$ cat config.mk
export PLATFORM = sky130hd
export DESIGN_NAME = pce_deframer
export DESIGN_NICKNAME = d
export VERILOG_FILES = /design/src/pce_pkg.sv /design/src/pce_buf2.sv /design/src/pce_deframer.sv
export SDC_FILE = /design/constraint.sdc
export NUM_CORES = 2
export LEC_CHECK = 0
export ABC_AREA = 1
export ABC_CLOCK_PERIOD_IN_PS = 25600
export BUFFER_PORTS_ARGS = -buffer_cell sky130_fd_sc_hd__buf_2
export CORE_UTILIZATION = 40
export CTS_BUF_LIST = sky130_fd_sc_hd__clkbuf_8
export DETAILED_ROUTE_END_ITERATION = 8
export GPL_TIMING_DRIVEN = 0
export MAX_ROUTING_LAYER = met4
export PLACE_DENSITY_LB_ADDON = 0.2
export SLEW_MARGIN = 5
export SYNTH_ARGS = -nofsm -noshare
export SYNTH_HDL_FRONTEND = slang
export SYNTH_SLANG_ARGS = --single-unit
$ cat constraint.sdc
create_clock -name clk -period 25.6 [get_ports clk]
set_clock_uncertainty 0.05 [all_clocks]
set_input_delay 2.56 -clock clk [delete_from_list [all_inputs] [get_ports clk]]
set_output_delay 2.56 -clock clk [all_outputs]
set_load 0.1 [all_outputs]
$ cat src/pce_pkg.sv
// Package: control block layout, codes, CRC helper and word carrier
package pce_pkg;

  // ----------------------------------------
  // Block layout (bit 64 goes out first)
  // ----------------------------------------
  localparam int BLK_W        = 65;
  localparam int PAY_W        = 64;
  localparam int POS_TYPE     = 64;
  localparam int POS_EOP_FLG  = 63;
  localparam int POS_EOP_OFF  = 57;
  localparam int POS_DCRC     = 49;
  localparam int POS_SOP_FLG  = 48;
  localparam int POS_SOP_OFF  = 41;
  localparam int POS_PROTO    = 33;
  localparam int POS_LEN_FLG  = 32;
  localparam int POS_LEN      = 15;
  localparam int POS_PSPEC    = 8;
  localparam int POS_BLOCK_CRC_FIELD     = 0;
  localparam int CRC_COVER    = 57;

  // ----------------------------------------
  // Field codes
  // ----------------------------------------
  localparam logic       TYPE_CTRL   = 1'h1;
  localparam logic       TYPE_DATA   = 1'h0;
  localparam logic [6:0] SOP_DEFER   = 7'h40;
  localparam logic [7:0] PROTO_ETH   = 8'h01;
  localparam logic [7:0] PROTO_IDLE  = 8'h00;
  localparam logic [7:0] PROTO_PAD   = 8'hFF;
  localparam logic [7:0] CRC_INIT    = 8'h00;
  localparam logic [7:0] CRC_POLY    = 8'h07;
  localparam int         BUF_DEPTH   = 2;

  typedef enum logic {
    ST_GAP = 1'b0,
    ST_PKT = 1'b1
  } pce_state_e;

  // ----------------------------------------
  // Word handed to the user side
  // ----------------------------------------
  typedef struct packed {
    logic [63:0] data;
    logic        sop;
    logic [5:0]  sop_pos;
    logic        eop;
    logic [5:0]  eop_pos;
    logic [7:0]  proto;
    logic        len_known;
    logic [16:0] len;
    logic        crc_err;
  } pce_word_s;

  // Serial CRC8 over masked bits, MSB first
  function automatic logic [7:0] pce_crc8(input logic [7:0] crc_in,
                                          input logic [63:0] bits,
                                          input logic [63:0] mask);
    logic [7:0] c;
    logic       fb;
    c = crc_in;
    for (int i = 63; i >= 0; i--) begin
      fb = c[7] ^ bits[i];
      if (mask[i]) begin
        c = {c[6:0], 1'b0} ^ (fb ? CRC_POLY : 8'h00);
      end
    end
    return c;
  endfunction

endpackage

$ cat src/pce_buf2.sv
// Two-entry buffer with registered ready, head word straight from a flop
`timescale 1ns/1ps
`default_nettype none
module pce_buf2 import pce_pkg::*; #(
  parameter int W = 8
) (
  input  wire logic         clk,
  input  wire logic         sys_rst,
  input  wire logic         clk_en,
  input  wire logic         in_valid,
  input  wire logic [W-1:0] in_data,
  output logic              in_ready,
  output logic              out_valid,
  output logic [W-1:0]      out_data,
  input  wire logic         out_ready
);
  logic [W-1:0] tail_r;
  logic [1:0]   cnt_r;
  logic         push;
  logic         pop;

  assign push = in_valid && in_ready;
  assign pop  = out_valid && out_ready;

  // ----------------------------------------
  // Occupancy and flags
  // ----------------------------------------
  always_ff @(posedge clk) begin
    if (sys_rst) begin
      cnt_r     <= 2'h0;
      in_ready  <= 1'b0;
      out_valid <= 1'b0;
    end else if (clk_en) begin
      cnt_r     <= 2'(cnt_r + {1'b0, push} - {1'b0, pop});
      in_ready  <= 2'(cnt_r + {1'b0, push} - {1'b0, pop}) != 2'(BUF_DEPTH);
      out_valid <= 2'(cnt_r + {1'b0, push} - {1'b0, pop}) != 2'h0;
    end
  end

  // ----------------------------------------
  // Storage
  // ----------------------------------------
  always_ff @(posedge clk) begin
    if (sys_rst) begin
      out_data <= '0;
      tail_r   <= '0;
    end else if (clk_en) begin
      if (cnt_r == 2'h2 && pop) begin
        out_data <= tail_r;
      end else if (push && (cnt_r == 2'h0 || (cnt_r == 2'h1 && pop))) begin
        out_data <= in_data;
      end
      if (push && cnt_r != 2'h0 && !(cnt_r == 2'h1 && pop)) begin
        tail_r <= in_data;
      end
    end
  end
endmodule
`default_nettype wire

$ cat src/pce_deframer.sv
// Receiving end: parses 65-bit blocks into payload words with packet marks
`timescale 1ns/1ps
`default_nettype none
module pce_deframer import pce_pkg::*; (
  input  wire logic             clk,
  input  wire logic             sys_rst,
  input  wire logic             clk_en,
  input  wire logic             blk_valid,
  input  wire logic [BLK_W-1:0] blk_data,
  output logic                  blk_ready,
  output logic                  word_valid,
  output pce_word_s             word_out,
  input  wire logic             word_ready,
  output logic                  idle_seen,
  output logic                  pad_seen,
  output logic                  ctl_crc_err,
  output logic                  rsv_seen
);
  // ----------------------------------------
  // Field split
  // ----------------------------------------
  logic        take;
  logic        is_ctrl;
  logic        f_eop;
  logic [5:0]  f_eop_off;
  logic [7:0]  f_dcrc;
  logic        f_sop;
  logic [6:0]  f_sop_off;
  logic [7:0]  f_proto;
  logic        f_len_flg;
  logic [16:0] f_len;
  logic [7:0]  f_block_crc_field;
  logic        block_crc_field_ok;
  logic        buf_in_ready;

  assign take      = blk_valid && buf_in_ready;
  assign is_ctrl   = blk_data[POS_TYPE] == TYPE_CTRL;
  assign f_eop     = blk_data[POS_EOP_FLG];
  assign f_eop_off = blk_data[POS_EOP_OFF +: 6];
  assign f_dcrc    = blk_data[POS_DCRC +: 8];
  assign f_sop     = blk_data[POS_SOP_FLG];
  assign f_sop_off = blk_data[POS_SOP_OFF +: 7];
  assign f_proto   = blk_data[POS_PROTO +: 8];
  assign f_len_flg = blk_data[POS_LEN_FLG];
  assign f_len     = blk_data[POS_LEN +: 17];
  assign f_block_crc_field    = blk_data[POS_BLOCK_CRC_FIELD +: 8];
  // Protocol-specific bits not decoded, only covered by the block CRC
  assign block_crc_field_ok   = pce_crc8(CRC_INIT, {blk_data[64:8], 7'h00},
                              {{CRC_COVER{1'b1}}, 7'h00}) == f_block_crc_field;

  // ----------------------------------------
  // Pending marks from the last control block
  // ----------------------------------------
  logic        p_sop_r;
  logic [6:0]  p_sop_off_r;
  logic        p_eop_r;
  logic [5:0]  p_eop_off_r;
  logic [7:0]  p_dcrc_r;
  logic [7:0]  p_proto_r;
  logic        p_len_flg_r;
  logic [16:0] p_len_r;

  always_ff @(posedge clk) begin
    if (sys_rst) begin
      p_sop_r     <= 1'b0;
      p_sop_off_r <= 7'h00;
      p_eop_r     <= 1'b0;
      p_eop_off_r <= 6'h00;
      p_dcrc_r    <= 8'h00;
      p_proto_r   <= 8'h00;
      p_len_flg_r <= 1'b0;
      p_len_r     <= 17'h00000;
    end else if (clk_en && take) begin
      if (is_ctrl && block_crc_field_ok) begin
        if (f_sop) begin
          p_sop_r     <= 1'b1;
          p_sop_off_r <= f_sop_off;
          p_proto_r   <= f_proto;
          p_len_flg_r <= f_len_flg;
          p_len_r     <= f_len_flg ? f_len : 17'h00000;
        end
        if (f_eop) begin
          p_eop_r     <= 1'b1;
          p_eop_off_r <= f_eop_off;
          p_dcrc_r    <= f_dcrc;
        end
      end else if (!is_ctrl) begin
        p_eop_r <= 1'b0;
        if (p_sop_r && p_sop_off_r == SOP_DEFER) begin
          p_sop_off_r <= 7'h00;
        end else begin
          p_sop_r <= 1'b0;
        end
      end
    end
  end

  // ----------------------------------------
  // Per-bit packet masks for a data block
  // ----------------------------------------
  pce_state_e  state_r;
  logic [7:0]  crc_acc_r;
  logic        sop_here;
  logic        eop_here;
  logic        short_pkt;
  logic [63:0] mask_old;
  logic [63:0] mask_new;
  logic [7:0]  crc_old;
  logic [7:0]  crc_new;
  logic        in_pkt;

  assign in_pkt    = state_r == ST_PKT;
  assign sop_here  = p_sop_r && p_sop_off_r != SOP_DEFER;
  assign eop_here  = p_eop_r;
  assign short_pkt = eop_here && !in_pkt;

  genvar gi;
  generate
    for (gi = 0; gi < PAY_W; gi++) begin : g_mask
      // Payload bit index gi sits at data bit 63-gi
      assign mask_old[PAY_W-1-gi] = in_pkt && (!eop_here || 6'(gi) <= p_eop_off_r);
      assign mask_new[PAY_W-1-gi] = sop_here && 7'(gi) >= p_sop_off_r
                                    && (!short_pkt || 6'(gi) <= p_eop_off_r);
    end
  endgenerate

  assign crc_old = pce_crc8(crc_acc_r, blk_data[PAY_W-1:0], mask_old);
  assign crc_new = pce_crc8(CRC_INIT, blk_data[PAY_W-1:0], mask_new);

  // ----------------------------------------
  // Packet tracking and running CRC
  // ----------------------------------------
  always_ff @(posedge clk) begin
    if (sys_rst) begin
      state_r   <= ST_GAP;
      crc_acc_r <= CRC_INIT;
    end else if (clk_en && take && !is_ctrl) begin
      crc_acc_r <= sop_here ? crc_new : crc_old;
      case (state_r)
        ST_GAP: begin
          if (sop_here && !short_pkt) begin
            state_r <= ST_PKT;
          end
        end
        ST_PKT: begin
          if (eop_here && !sop_here) begin
            state_r <= ST_GAP;
          end
        end
        default: begin
          state_r <= ST_GAP;
        end
      endcase
    end
  end

  // ----------------------------------------
  // Word build and buffer
  // ----------------------------------------
  pce_word_s wnew;
  logic      push;

  assign push = clk_en && take && !is_ctrl;

  always_comb begin
    wnew           = '0;
    wnew.data      = blk_data[PAY_W-1:0];
    wnew.sop       = sop_here;
    wnew.sop_pos   = p_sop_off_r[5:0];
    wnew.eop       = eop_here;
    wnew.eop_pos   = p_eop_off_r;
    wnew.proto     = sop_here ? p_proto_r : 8'h00;
    wnew.len_known = sop_here && p_len_flg_r;
    wnew.len       = sop_here ? p_len_r : 17'h00000;
    wnew.crc_err   = eop_here && ((in_pkt ? crc_old : crc_new) != p_dcrc_r);
  end

  pce_buf2 #(
    .W ($bits(pce_word_s))
  ) u_buf (
    .clk       (clk),
    .sys_rst   (sys_rst),
    .clk_en    (clk_en),
    .in_valid  (push),
    .in_data   (wnew),
    .in_ready  (buf_in_ready),
    .out_valid (word_valid),
    .out_data  (word_out),
    .out_ready (word_ready)
  );

  assign blk_ready = buf_in_ready;

  // ----------------------------------------
  // Control block event pulses
  // ----------------------------------------
  always_ff @(posedge clk) begin
    if (sys_rst) begin
      idle_seen   <= 1'b0;
      pad_seen    <= 1'b0;
      ctl_crc_err <= 1'b0;
      rsv_seen    <= 1'b0;
    end else if (clk_en) begin
      idle_seen   <= take && is_ctrl && block_crc_field_ok && !f_sop && !f_eop
                     && f_proto == PROTO_IDLE;
      pad_seen    <= take && is_ctrl && block_crc_field_ok && !f_sop && !f_eop
                     && f_proto == PROTO_PAD;
      ctl_crc_err <= take && is_ctrl && !block_crc_field_ok;
      rsv_seen    <= take && is_ctrl && block_crc_field_ok
                     && ((f_sop && (f_proto != PROTO_ETH || f_sop_off > SOP_DEFER))
                     || (!f_sop && !f_eop && f_proto != PROTO_IDLE
                         && f_proto != PROTO_PAD));
    end
  end
endmodule
`default_nettype wire

==> results.yml <==
cts:
  clk_latency_ns: 0.72
  clock_path_buffers: 3
  postCtsHoldBufs: 0
  clk_pin_slew_worst_paths_ns: 0.07
  ctsResizeCount: 0
  cts-htree-levels: 2
  cts_buffers: 54
  tritoncts: "done"
  cts_setup_buffers: 0
  cts_sinks: 276
  root_buffer: "clkbuf_8"
timing:
  fmax_ghz: 0.0601
  setup_tns_ns: 0
  setup_violations: 0
  worstMarginPinSlew_ns: 1.53
  min_period_ns: 16.63
  worst_hold_slack_ns: 0.410
  fin_crit_sh: 0.650
  rsz0062_at_grt: "no"
  maxSlewViolCount: 12
  slew-limit-headroom: -0.0174
  hold_violations: 0
detailed_routing:
  vias: 55000
  drtPass1Iterations: 6
  ant_nets: 0
  vias_per_cell: 5.95
  drtIter0Drc: 5855
  wire_per_inst_um: 20.4
  routed_wl_mm: 189
  drc: 0
worst_setup_path:
  critPathMaxStageDelay_ns: 0.82
  slowest_stage: "clkbuf_1"
  cp_top_family: "simple AND/OR/NAND/NOR gates"
  critPathRequiredTime_ns: 26.15
  path_class: "in -> reg"
  worstPathBufferInverterCount: 2
  start_kind: "primary input"
  cp_max_fo: 10
  path_common_cell: "nand3_1"
  cp.arrival_ns: 17.18
  crit_path_end_kind: "flop"
run_status:
  violations: "capacitance limit, slew limit"
  status: "finished with violations"
floorplanning:
  core-area_um2: 102000
  rows: 117
  io_pins: 181
  start_util: 0.405
  die_w_um: 324
  die-area_um2: 105000
  die_h_um: 324
synthesis:
  synth-seq-cells: 276
  async_reset_ff_frac: 0
  synth_cell_types: 61
  seq_area_frac_synth: 0.134
  yosysWarnings: 0
  syn_area_um2: 41400
  synthFlopType: "dfxtp_1"
  synth_nets: 7678
  synth-edff-count: 0
  avgSynthCellArea_um2: 5.44
  syn_inst: 7606
placement:
  io_buffers: 149
  gp_congestion: 1.04
  hpwl_mm: 155
  dp.cells: 9129
cells_and_area:
  fillers: 11700
  layout-drive-gt1-share: 0.126
  final_core_util: 0.442
  stdcell_count: 9237
  mostFrequentLayoutCell: "nand3_1"
  nNetsFinal: 7890
  final_cell_mix: "nand3_1 (2823), nand2_1 (2070), inv_1 (346)"
  areaGrowthSynthToFinish_pct: 9.18
global_route:
  grt_overflow: 0
  grt_pass1_wl_mm: 285
  grt_usage: 0.357
  grt_max_degree: 14
  grt_pass1_vias: 49000
  antenna_found_initial: 8
hold_path:
  hold_class: "reg -> reg"
job:
  drv_cap: 2
worst paths after layout:
kind	startpoint	slack (ns)	cells past startpoint	to
setup reg to reg	p_sop_off_r[2]	10.35	109	u_buf.out_data[0]
hold reg to reg	p_proto_r[6]	0.41	2	p_proto_r[6]
setup / recovery	blk_data[63]	8.97	122	u_buf.out_data[0]
hold / removal	p_proto_r[6]	0.41	2	p_proto_r[6]
metrics by stage:
| step | setup WS [ns] | instance area, um^2 |
|---|---|---|
| floorplan | 12.59 | 41400 |
| global placement | 8.85 | 43800 |
| detailed placement | 8.75 | 43900 |
| CTS | 9.45 | 45100 |
| global route | 7.34 | 45200 |
| finish | 8.97 | 45200 |
cells by family (layout without fill, tap and decap cells):
family | Yosys count | in the layout | share of synthesized area
AO/OA/AOI/OAI | 754 | 754 | 0.101
flip-flops | 276 | 276 | 0.134
multiplexers | 1 | 1 | 0.000242
AND/OR/NAND/NOR | 5616 | 5616 | 0.646
adder cells (fa/ha/maj) | 2 | 2 | 0.000605
other | 0 | 5 | 0
buffers and inverters | 816 | 1074 | 0.0881
XOR/XNOR | 141 | 141 | 0.0300
final cells by class:
class	instances	area (um^2)	area share
diodes	5	12.5	0.000277
clock inverters	32	284	0.00629
repair buffers	156	806	0.0178
multi-input cells	6514	32200	0.713
plain buffers	390	2040	0.0452
well taps	1368	1710	0.0379
clock buffers	70	963	0.0213
inverters	426	1610	0.0356
flip-flops and latches	276	5530	0.122
metal layers:
| metal | up-vias | track usage | routed length, um | share of wire |
|---|---|---|---|---|
| li1 | 26800 | - | - | - |
| met1 | 25700 | 0.490 | 85400 | 0.45 |
| met2 | 2247 | 0.545 | 81400 | 0.43 |
| met3 | 293 | 0.0444 | 15900 | 0.084 |
| met4 | 0 | 0.101 | 5930 | 0.031 |
| met5 | - | - | 0 | 0 |
registers in the layout, indices dropped and copies added (netlist names):
name,count
crc_acc_r,8
ctl_crc_err,1
eop_here,1
idle_seen,1
in_pkt,1
p_dcrc_r,8
p_eop_off_r,6
p_len_flg_r,1
p_len_r,17
p_proto_r,8
p_sop_off_r,7
p_sop_r,1
pad_seen,1
rsv_seen,1
u_buf.cnt_r,2
u_buf.in_ready,1
u_buf.out_data,105
u_buf.out_valid,1
u_buf.tail_r,105
worst reg2reg max path: cells and delay by family, from the launching register on:
kind	cells	cell delay (ns)
buf+inv	3	0.83
flops	1	0.41
simple gates	103	13.35
compound gates	3	0.50
synthesized netlist by cell type, types with 3 or more instances:
library cell,n,area share
clkbuf_8,3,0.0010
clkbuf_1,146,0.013
nand2_1,2070,0.19
or2_2,4,0.00060
o21a_1,3,0.00054
a21oi_4,3,0.0012
a21oi_1,273,0.033
nand4_2,5,0.0015
nor2_4,8,0.0022
nor2_2,20,0.0030
nor2_1,198,0.018
xnor2_1,27,0.0057
o21ai_1,48,0.0058
nand3_1,2823,0.34
nand3_2,187,0.045
clkinv_1,30,0.0027
clkbuf_4,28,0.0051
o211ai_1,7,0.0013
a211oi_1,9,0.0016
inv_4,4,0.00060
nand3b_1,4,0.00073
buf_6,11,0.0030
o21ai_0,276,0.033
a21oi_2,3,0.00064
a31oi_1,80,0.012
nor3_1,13,0.0016
nand2_2,172,0.026
buf_4,37,0.0067
o221ai_1,4,0.00085
inv_1,336,0.030
o21ai_2,24,0.0051
o31ai_1,3,0.00054
buf_2,154,0.019
xor2_1,113,0.024
nor4_1,5,0.00076
nand2_4,5,0.0014
inv_2,56,0.0051
buf_1,8,0.00073
a221oi_1,9,0.0019
dfxtp_1,276,0.13
nand4_1,96,0.015
Power is not shown: default switching activity piles up to over one toggle a cycle in this logic, so the estimate is an artifact.
